## src/hdl/fpgp_consts.vh

```
// Register offsets, reset values and field positions for the GPIO port
`ifndef FPGP_CONSTS_VH
`define FPGP_CONSTS_VH
`define FPGP_ADDR_W 2
`define FPGP_OFF_LATCH 2'h0
`define FPGP_OFF_DIR 2'h1
`define FPGP_OFF_PULLUP 2'h2
`define FPGP_OFF_STANDBY 2'h3
`define FPGP_RST_LATCH 5'h00
`define FPGP_RST_DIR 5'h00
`define FPGP_RST_PULLUP 5'h00
`define FPGP_RST_STANDBY 4'h0
`define FPGP_STB_SPL 0
`define FPGP_STB_STOP 1
`define FPGP_STB_EIC 2
`define FPGP_STB_INTERRUPT_PIN_SELECT_CONTROL 3
`define FPGP_CLKIN_PIN 4
`endif

```

## src/hdl/fpgp_port.v

```verilog
// Five-pin general-purpose I/O port with Avalon-MM register slave
`include "fpgp_consts.vh"

// What this block does
// - Direction bit one makes a pin an output, zero an input.
// - An output pin drives the latched data bit.
// - Data writes always update the latch; pins show it only as outputs.
// - Reading an output pin's data bit returns the latch.
// - Input pins read live level; read-modify-write reads return latch.
// - An enabled peripheral output drives the pin instead of the latch.
// - Peripheral-driven pins read pin level; read-modify-write reads latch.
// - Input pins read pin level whether or not a peripheral uses them.
// - Reset clears all direction bits so pins start as inputs.
// - Isolating standby forces every pin to high impedance.
// - Isolating standby blocks inputs, forcing internal input low.
// - Clock-input pin stays open in standby when its interrupt is enabled.
// - Non-isolating standby keeps all pin states and levels unchanged.
// - Pull-up bit one connects the pull-up, zero leaves it off.
// - A pin driving low always has its pull-up disconnected.
// - Bits 0 to 4 map to pins 0 to 4; upper bits have none.
// - Pins 0,1 pulse gen; 2,3 timer outputs; 4 timer clock input.
module fpgp_port #(
  parameter PINS = 5
) (
  input wire i_clock,
  input wire i_rst_n,
  input wire [`FPGP_ADDR_W-1:0] i_avs_address,
  input wire i_avs_read,
  input wire i_avs_write,
  input wire [31:0] i_avs_writedata,
  input wire [3:0] i_avs_byteenable,
  input wire i_rmw_read,
  output reg [31:0] o_avs_readdata,
  output reg o_avs_waitrequest,
  input wire [PINS-1:0] i_pin_level,
  output reg [PINS-1:0] o_pin_out,
  output reg [PINS-1:0] o_pin_oe,
  output reg [PINS-1:0] o_pullup_en,
  output reg [PINS-1:0] o_input_value,
  input wire i_pulse_gen_ch0_out_a,
  input wire i_pulse_gen_ch0_out_a_oe,
  input wire i_pulse_gen_ch0_out_b,
  input wire i_pulse_gen_ch0_out_b_oe,
  input wire i_composite_timer_ch0_out_a,
  input wire i_composite_timer_ch0_out_a_oe,
  input wire i_composite_timer_ch0_out_b,
  input wire i_composite_timer_ch0_out_b_oe,
  output reg o_composite_timer_ch0_clock_in
);

  ////////////////////////////////////////////////////////////////////////
  // Register state
  reg [PINS-1:0] port_output_latch_q;
  reg [PINS-1:0] port_direction_select_q;
  reg [PINS-1:0] port_pullup_select_q;
  reg [3:0] standby_control_register_q;
  reg ack_q;

  wire [PINS-1:0] periph_val;
  wire [PINS-1:0] periph_oe;
  wire isolate;
  wire clkin_keep;
  reg [PINS-1:0] drv_val;
  reg [PINS-1:0] drv_oe;
  reg [PINS-1:0] in_open;
  reg [PINS-1:0] read_port;
  integer k;

  // Byte-lane merge; only lane 0 carries register bits
  function [7:0] fpgp_merge;
    input [7:0] old;
    input [31:0] wd;
    input [3:0] be;
    begin
      fpgp_merge = be[0] ? wd[7:0] : old;
    end
  endfunction

  // Merged write bytes; upper bit positions masked, then cut on purpose
  wire [7:0] wr_latch;
  wire [7:0] wr_dir;
  wire [7:0] wr_pullup;
  wire [7:0] wr_standby;
  assign wr_latch = fpgp_merge({3'h0, port_output_latch_q},
    i_avs_writedata, i_avs_byteenable) & 8'h1f;
  assign wr_dir = fpgp_merge({3'h0, port_direction_select_q},
    i_avs_writedata, i_avs_byteenable) & 8'h1f;
  assign wr_pullup = fpgp_merge({3'h0, port_pullup_select_q},
    i_avs_writedata, i_avs_byteenable) & 8'h1f;
  assign wr_standby = fpgp_merge({4'h0, standby_control_register_q},
    i_avs_writedata, i_avs_byteenable) & 8'h0f;

  ////////////////////////////////////////////////////////////////////////
  // Peripheral sharing; pin 4 has no output function
  assign periph_val = {1'b0, i_composite_timer_ch0_out_b,
    i_composite_timer_ch0_out_a, i_pulse_gen_ch0_out_b,
    i_pulse_gen_ch0_out_a};
  assign periph_oe = {1'b0, i_composite_timer_ch0_out_b_oe,
    i_composite_timer_ch0_out_a_oe, i_pulse_gen_ch0_out_b_oe,
    i_pulse_gen_ch0_out_a_oe};

  // Isolation only when the select bit and stop/watch are both set
  assign isolate = standby_control_register_q[`FPGP_STB_SPL] &
    standby_control_register_q[`FPGP_STB_STOP];
  assign clkin_keep = standby_control_register_q[`FPGP_STB_EIC] &
    standby_control_register_q[`FPGP_STB_INTERRUPT_PIN_SELECT_CONTROL];

  ////////////////////////////////////////////////////////////////////////
  // Pin drive, input gating and read value per pin
  always @* begin
    drv_val = {PINS{1'b0}};
    drv_oe = {PINS{1'b0}};
    in_open = {PINS{1'b0}};
    read_port = {PINS{1'b0}};
    for (k = 0; k < PINS; k = k + 1) begin
      if (periph_oe[k]) begin
        drv_val[k] = periph_val[k];
        drv_oe[k] = 1'b1;
      end else begin
        drv_val[k] = port_output_latch_q[k];
        drv_oe[k] = port_direction_select_q[k];
      end
      if (isolate) begin
        drv_oe[k] = 1'b0;
      end
      in_open[k] = !isolate ||
        (k == `FPGP_CLKIN_PIN && clkin_keep);
      // Output pins read latch; inputs and peripheral pins read level
      if (i_rmw_read) begin
        read_port[k] = port_output_latch_q[k];
      end else if (port_direction_select_q[k] && !periph_oe[k]) begin
        read_port[k] = port_output_latch_q[k];
      end else begin
        read_port[k] = i_pin_level[k] & in_open[k];
      end
    end
  end

  ////////////////////////////////////////////////////////////////////////
  // Pin outputs registered; pull-up off while driving low
  always @(posedge i_clock) begin
    if (!i_rst_n) begin
      o_pin_out <= {PINS{1'b0}};
      o_pin_oe <= {PINS{1'b0}};
      o_pullup_en <= {PINS{1'b0}};
      o_input_value <= {PINS{1'b0}};
      o_composite_timer_ch0_clock_in <= 1'b0;
    end else begin
      o_pin_out <= drv_val;
      o_pin_oe <= drv_oe;
      o_pullup_en <= port_pullup_select_q &
        ~(drv_oe & ~drv_val);
      o_input_value <= i_pin_level & in_open;
      o_composite_timer_ch0_clock_in <=
        i_pin_level[`FPGP_CLKIN_PIN] & in_open[`FPGP_CLKIN_PIN];
    end
  end

  ////////////////////////////////////////////////////////////////////////
  // Avalon slave: one wait cycle, answer on the second edge
  always @(posedge i_clock) begin
    if (!i_rst_n) begin
      ack_q <= 1'b0;
      o_avs_waitrequest <= 1'b1;
    end else begin
      ack_q <= (i_avs_read || i_avs_write) && !ack_q;
      o_avs_waitrequest <= !((i_avs_read || i_avs_write) && !ack_q);
    end
  end

  // Register writes land only at the accepting edge
  always @(posedge i_clock) begin
    if (!i_rst_n) begin
      port_output_latch_q <= `FPGP_RST_LATCH;
      port_direction_select_q <= `FPGP_RST_DIR;
      port_pullup_select_q <= `FPGP_RST_PULLUP;
      standby_control_register_q <= `FPGP_RST_STANDBY;
    end else if (i_avs_write && ack_q) begin
      case (i_avs_address)
        `FPGP_OFF_LATCH: port_output_latch_q <= wr_latch[PINS-1:0];
        `FPGP_OFF_DIR: port_direction_select_q <= wr_dir[PINS-1:0];
        `FPGP_OFF_PULLUP: port_pullup_select_q <= wr_pullup[PINS-1:0];
        `FPGP_OFF_STANDBY: standby_control_register_q <= wr_standby[3:0];
        default: port_output_latch_q <= port_output_latch_q;
      endcase
    end
  end

  // Read data; upper bits and unmapped addresses read zero
  always @(posedge i_clock) begin
    if (!i_rst_n) begin
      o_avs_readdata <= 32'h0000_0000;
    end else if (i_avs_read && !ack_q) begin
      case (i_avs_address)
        `FPGP_OFF_LATCH: o_avs_readdata <= {27'h0, read_port};
        `FPGP_OFF_DIR: o_avs_readdata <= {27'h0, port_direction_select_q};
        `FPGP_OFF_PULLUP: o_avs_readdata <= {27'h0, port_pullup_select_q};
        `FPGP_OFF_STANDBY:
          o_avs_readdata <= {28'h0, standby_control_register_q};
        default: o_avs_readdata <= 32'h0000_0000;
      endcase
    end
  end

endmodule

```

## config.mk

```make
export PLATFORM = sky130hd
export DESIGN_NAME = fpgp_port
export DESIGN_NICKNAME = d
export VERILOG_FILES = /design/src/hdl/fpgp_port.v
export VERILOG_INCLUDE_DIRS = /design/src /design/src/hdl
export SDC_FILE = /design/constraint.sdc
export NUM_CORES = 1
export LEC_CHECK = 0
export BUFFER_PORTS_ARGS = -buffer_cell sky130_fd_sc_hd__buf_2
export CAP_MARGIN = 20
export CORE_AREA = 2 2 67 75
export CTS_CLUSTER_SIZE = 16
export DETAILED_ROUTE_END_ITERATION = 10
export DIE_AREA = 0 0 69 77
export GPL_ROUTABILITY_DRIVEN = 1
export PLACE_DENSITY = 0.86
export SLEW_MARGIN = 25
export SYNTH_ARGS = -nofsm -noshare
export SYNTH_HDL_FRONTEND = slang
export SYNTH_SLANG_ARGS = --single-unit
```

## constraint.sdc

```tcl
create_clock -name i_clock -period 2.3 [get_ports i_clock]
set_clock_uncertainty 0.15 [all_clocks]
set_input_delay 0.23 -clock i_clock [delete_from_list [all_inputs] [get_ports i_clock]]
set_output_delay 0.23 -clock i_clock [all_outputs]
set_load 0.02 [all_outputs]
```

==> results of run 1 <==
-- how the worst min path moves through the flow --
stage | slack, ps | depth (start not counted) | to | from
floorplan | 200 | 2 | o_pin_oe[0] | i_pulse_gen_ch0_out_a_oe
global placement | 290 | 2 | o_pullup_en[2] | port_pullup_select_q[2]
detailed placement | 300 | 2 | o_pullup_en[2] | port_pullup_select_q[2]
CTS | 7 | 2 | o_input_value[1] | i_pin_level[1]
global route | 10 | 2 | o_input_value[1] | i_pin_level[1]
finish | 20 | 3 | o_pin_oe[0] | i_pulse_gen_ch0_out_a_oe
-- cells by family (layout without fill, tap and decap cells) --
| logic type | after synthesis | in the layout | share of synthesized area [%] |
|---|---|---|---|
| other | 1 | 27 | 0.176 |
| multiplexers | 27 | 27 | 12.8 |
| flip-flops | 46 | 46 | 43.1 |
| AND/OR/NAND/NOR | 68 | 68 | 18.2 |
| AO/OA/AOI/OAI | 41 | 41 | 11.8 |
| buffers and inverters | 47 | 74 | 13.9 |
-- per-layer routing --
layer | share of wire, % | track usage, % | vias up
met3 | 7.4 | 5.78 | 8
met5 | 0 | 0 | -
met1 | 40 | 19.6 | 796
li1 | - | - | 831
met2 | 50 | 30.9 | 77
met4 | 2.1 | 8.43 | 0
-- cells in the final DEF, fill, tap and decap left out, types with 6 or more instances in the layout --
cell type	count
nand2_1	13
o21ai_0	11
conb_1	27
and3_1	6
nor2b_1	23
clkbuf_8	6
inv_1	9
dfxtp_1	46
a31oi_1	6
mux2i_1	25
buf_2	52
a21oi_1	10
nor2_1	8
-- worst max-delay path, delay by kind of cell (launching register included) --
| kind | cells | cell delay (ps) |
|---|---|---|
| buf+inv | 1 | 210 |
| flops | 1 | 380 |
| mux | 1 | 190 |
| simple gates | 3 | 590 |
-- flip-flops by register name, summed over array words and instances (netlist names) --
signal,flops
o_avs_readdata,5
o_input_value,5
o_pin_oe,5
o_pin_out,5
o_pullup_en,5
port_direction_select_q,5
port_output_latch_q,5
port_pullup_select_q,5
standby_control_register_q,4
ack_q,1
o_avs_waitrequest,1
-- where the power goes --
group | internal (mW) | total, mW | switching, mW | leakage, nW
Sequential | 0.819 | 0.829 | 0.0104 | 0.375
Combinational | 0.0688 | 0.209 | 0.140 | 0.653
Clock | 0.243 | 0.507 | 0.264 | 0.0482
Total | 1.13 | 1.55 | 0.415 | 1.08
-- metrics by stage --
stage | power [mW] | area [µm²] | utilization, % | worst slack [ps]
final | 1.55 | 2430 | 53.4 | 677
after global routing | 1.61 | 2430 | 53.4 | 579
after CTS | 1.56 | 2430 | 53.4 | 689
after detailed placement | 1.05 | 2330 | 51.2 | 613
after global placement | 1.05 | 2330 | 51.2 | 671
after floorplan | 1.02 | 2230 | - | 1020
-- layout make-up --
type                       count  area (µm²)
clock buffer                   7        86.3
clock inverter                 1        5.00
fill                         446        2120
inverter                       9        33.8
multi-input combinational    163        1020
sequential                    46         921
tap                           56        70.1
timing repair buffer          57         300
-- timing repair --
item,in CTS,in global routing
endpoints found under the setup margin,0,0
endpoints found under the hold margin,1,0
hold buffers,1,0
==> results.cfg, run 1 <==
[setup_path]
cp_slowest_stage_delay_ps = 380
startpoint = ack_q
r2r_slack_ps = 680
worstPathRequired_ps = 2350
critical_path.slowest_cell = dfxtp_1
cpMostUsedCell = nor2b_1
critPathKind = register to register
path_cells = nand3_2 > nor2b_1 > buf_4 > mux2i_1 > nor2b_1
endpoint_kind = register
r2r-start = ack_q
regToRegEndpoint = port_pullup_select_q[1]
reg2reg_depth = 5
worstPathArrival_ps = 1670
start_kind = register
crit_path_end = port_pullup_select_q[1]
crit_path_max_fanout = 8

[sta]
final-hold-violation-count = 0
rsz0062_at_grt = no
setup_tns_ps = 0
setup_violations = 0
fmax_mhz = 616
timing.hold.ws_ps = 18.1
timing.final.crit_share_pct = 70.6
fin_crit_ps = 1620
slew_violations = 0

[synth]
syn_area_um2 = 2140
yosys.cell_count.top_type = dfxtp_1
synth_area_leaders = dfxtp_1 (43%), mux2i_1 (12%), buf_4 (10%), nor2b_1 (6.7%), o21ai_0 (2.6%)
avgSynthCellArea_um2 = 9.29
synth_edf_count = 0
yosysWarnings = 0
seq_area_frac_synth_pct = 43.1
synth_cell_types = 28
synth_cells = 230
synth_top_area_share_pct = 43.1
yosysTopAreaCell = dfxtp_1
synth_seq_cells = 46
synthArstFlopShare_pct = 0
synth_flop_cell = dfxtp_1
ys_top_cells_by_count = dfxtp_1 (46), buf_4 (29), mux2i_1 (25), nor2b_1 (23), nand2_1 (13)

[die]
initial_utilization_pct = 46.9
dieArea_um2 = 5310
die_h_um = 77
rows = 26
core_area_um2 = 4550
pin_count = 110
fp.dieW_um = 69

[detailed_routing]
vias = 1712
dr.pass1.iters = 4
drc = 0
drt_iter0_drc = 94
wl_per_cell_um = 13.8
postRouteAntennaNets = 0
avgViaCountPerCell = 5.05
drt-total-wl_um = 4680

[global_routing]
gr-total-overflow = 0
antenna_found_initial = 0
grt_pass1_vias = 1640
grt_max_degree = 28
grt_pass1_wl_um = 7440
gr-usage-all-layers_pct = 17.8

[placed_design]
place_inst = 330
numPortBuffers = 52
hpwl_um = 3500
place_congestion = 0.897

[pwr]
ir_drop_v = 0.000263
power.leakage_nw = 1.08
cellPowerDensity_nw_per_um2 = 635

[finish]
area_delta_synth_final_pct = 13.9
drive_above_1_share_pct = 23.7
final_nets = 338
antenna_cells = 0
instances_no_fill = 339

[clocking]
cts.sinks = 46
clock_latency_ps = 300
postCtsSetupBuffers = 0
cts_tree = yes
cts_root_buffer = clkbuf_8
cts.path.max_buffers = 2
clk_pin_slew_worst_paths_ps = 80
htreeDepth = 2
cts_resized = 0
cts_buffers = 5

[worst_hold_path]
hp-class = primary input to register

[flow_run]
max_cap_viol_count = 0

[run_status]
outcome = finished, final reports clean
No activity file was read; power rests on OpenSTA's default activity.
==> run 2: changes to the inputs <==
--- a/config.mk
+++ b/config.mk
@@ -8,12 +8,12 @@
 export LEC_CHECK = 0
 export BUFFER_PORTS_ARGS = -buffer_cell sky130_fd_sc_hd__buf_2
 export CAP_MARGIN = 20
-export CORE_AREA = 2 2 67 75
+export CORE_AREA = 2 2 69 78
 export CTS_CLUSTER_SIZE = 16
 export DETAILED_ROUTE_END_ITERATION = 10
-export DIE_AREA = 0 0 69 77
+export DIE_AREA = 0 0 71 80
 export GPL_ROUTABILITY_DRIVEN = 1
-export PLACE_DENSITY = 0.86
+export PLACE_DENSITY = 0.81
 export SLEW_MARGIN = 25
 export SYNTH_ARGS = -nofsm -noshare
 export SYNTH_HDL_FRONTEND = slang
==> constraint.sdc (replaced) <==
create_clock -name i_clock -period 1.5 [get_ports i_clock]
set_clock_uncertainty 0.15 [all_clocks]
set_input_delay 0.15 -clock i_clock [delete_from_list [all_inputs] [get_ports i_clock]]
set_output_delay 0.15 -clock i_clock [all_outputs]
set_load 0.02 [all_outputs]
==> run 2 against run 1 <==
Global-route usage decreased by 0.66 points. Critical path depth decreased by 1. Clock power up 75%. Setup slack lost 600 ps. Final area grew 9.9%. Sequential power rose by 53%. First-iteration DRC count down 24%. Cell count rose by 7.4%. Die area is 6.9% higher. Via count up 2.0%. Highest routed layer unchanged.
==> results.cfg, run 2 (synthesis gave the netlist of run 1 again) <==
[finish]
instances_no_fill = 364
antenna_cells = 0
final_cell_mix = buf_2 (52), dfxtp_1 (45), conb_1 (27)
final.fill_count = 437
drive_above_1_share_pct = 24.5
final_nets = 361
multiInputGateArea_um2 = 1030
finalInstanceArea_um2 = 2670
area_delta_synth_final_pct = 25.2
mostFrequentLayoutCell = buf_2
seqCellArea_um2 = 922

[clocking]
cts_root_buffer = clkbuf_8
clock_latency_ps = 300
cts_buffers = 5
htreeDepth = 2
clk_pin_slew_worst_paths_ps = 80
cts_tree = yes
cts.sinks = 46
cts.path.max_buffers = 2

[die]
core_area_um2 = 4900
initial_utilization_pct = 43.6
fp.dieW_um = 71
pin_count = 110
rows = 27
die_h_um = 80
dieArea_um2 = 5680

[setup_path]
cp_slowest_stage_delay_ps = 370
r2r_slack_ps = 70
worstPathArrival_ps = 1460
startpoint = standby_control_register_q[1]
critPathTopFamily = simple AND/OR/NAND/NOR gates
start_kind = register
r2r-start = standby_control_register_q[1]
crit_path_max_fanout = 9
critical_path.slowest_cell = dfxtp_1
endpoint_kind = register
critPathKind = register to register
worstPathRequired_ps = 1530
path_cells = nand2_1 > and2_1 > mux2i_1 > a31oi_1
path_buf_inv = 0

[global_routing]
gr-usage-all-layers_pct = 17.2
grt_pass1_vias = 1616
gr-total-overflow = 0
grt_pass1_wl_um = 7510
antenna_found_initial = 0
grt_max_degree = 28

[detailed_routing]
avgViaCountPerCell = 4.80
vias = 1746
wl_met2_um = 2400
wl_met3_um = 233
drt_iter0_drc = 71
postRouteAntennaNets = 0
drt-met1-wl_um = 1920
drt-total-wl_um = 4660
drc = 0
dr.pass1.iters = 4
top_layer = met4
wl_per_cell_um = 12.8

[worst_hold_path]
worstHoldStart = i_composite_timer_ch0_out_a_oe
hp-class = primary input to register

[pwr]
p_sw_share_pct = 24.9
seqPwrFrac_pct = 50.5
power.leakage_nw = 1.19
ir_drop_v = 0.000321
pwr-share-clk_pct = 35.2
power.total_mw = 2.52
power_switching_mw = 0.627
combPwrFrac_pct = 14.3
p_int_mw = 1.89
cellPowerDensity_nw_per_um2 = 943

[run_status]
outcome = finished, final reports clean

[sta]
final-hold-violation-count = 0
setup_tns_ps = 0
rsz0062_at_grt = no
fin_crit_ps = 1430
slew_violations = 0
setup_violations = 0
fmax_mhz = 701
worst_slack_ps = 73.7
timing.final.crit_share_pct = 95.1

[placed_design]
hpwl_um = 3530
place_inst = 339
numPortBuffers = 52
place_congestion = 0.883
dp_slack_ps = 24.4
placed_area_um2 = 2390

[flow_run]
max_cap_viol_count = 0
run 2: cell types whose count changed in the layout (fill, tap and decap cells not counted), sizes merged:
cell,change
dlygate4sd3,+16
buf,+7
bufinv,+1
clkinv,-1
run 2: what timing repair did:
| item | in CTS | in global routing |
|---|---|---|
| endpoints found under the setup margin | 0 | 17 |
| gates resized for setup | 0 | 3 |
| hold buffers | 17 | 0 |
| setup buffers | 0 | 0 |
| endpoints found under the hold margin | 17 | 0 |
run 2: cell type report:
class                   count  area share (%)
inverters                   9            1.26
clock inverters             1            1.12
repair buffers             80            19.2
flip-flops and latches     46            34.5
multi-input cells         163            38.4
well taps                  58            2.71
clock buffers               7            2.85
run 2: tightest hold or removal path, delay by kind of cell:
kind	cells	cell delay, ps
multiplexers	1	70
buffers and inverters	1	100
AND/OR/NAND/NOR	1	90
run 2: path summary, 6_finish.rpt:
path,endpoint,depth (start not counted)
hold / removal,o_pin_out[2],3
setup / recovery,o_avs_readdata[1],4
hold reg to reg,o_pullup_en[1],2
setup reg to reg,o_avs_readdata[1],4
run 2: through the flow:
step	utilization, %	hold WS [ps]
after global placement	48.7	242
final	54.6	0.872
after floorplan	-	116
after CTS	54.4	3.20
after global routing	54.6	14.4
after detailed placement	48.7	242
run 2: power by group through the flow:
stage	combinational, mW	sequential, mW	clock (mW)
final	0.360	1.27	0.887
after global placement	0.317	1.30	0
after floorplan	0.235	1.34	0
after global routing	0.391	1.28	0.962
after CTS	0.357	1.27	0.909
after detailed placement	0.321	1.30	0
run 2: metal layers:
layer | vias up | track usage, %
li1 | 876 | -
met1 | 804 | 19.0
met2 | 55 | 30.8
met3 | 11 | 4.42
met4 | 0 | 7.36
met5 | - | 0
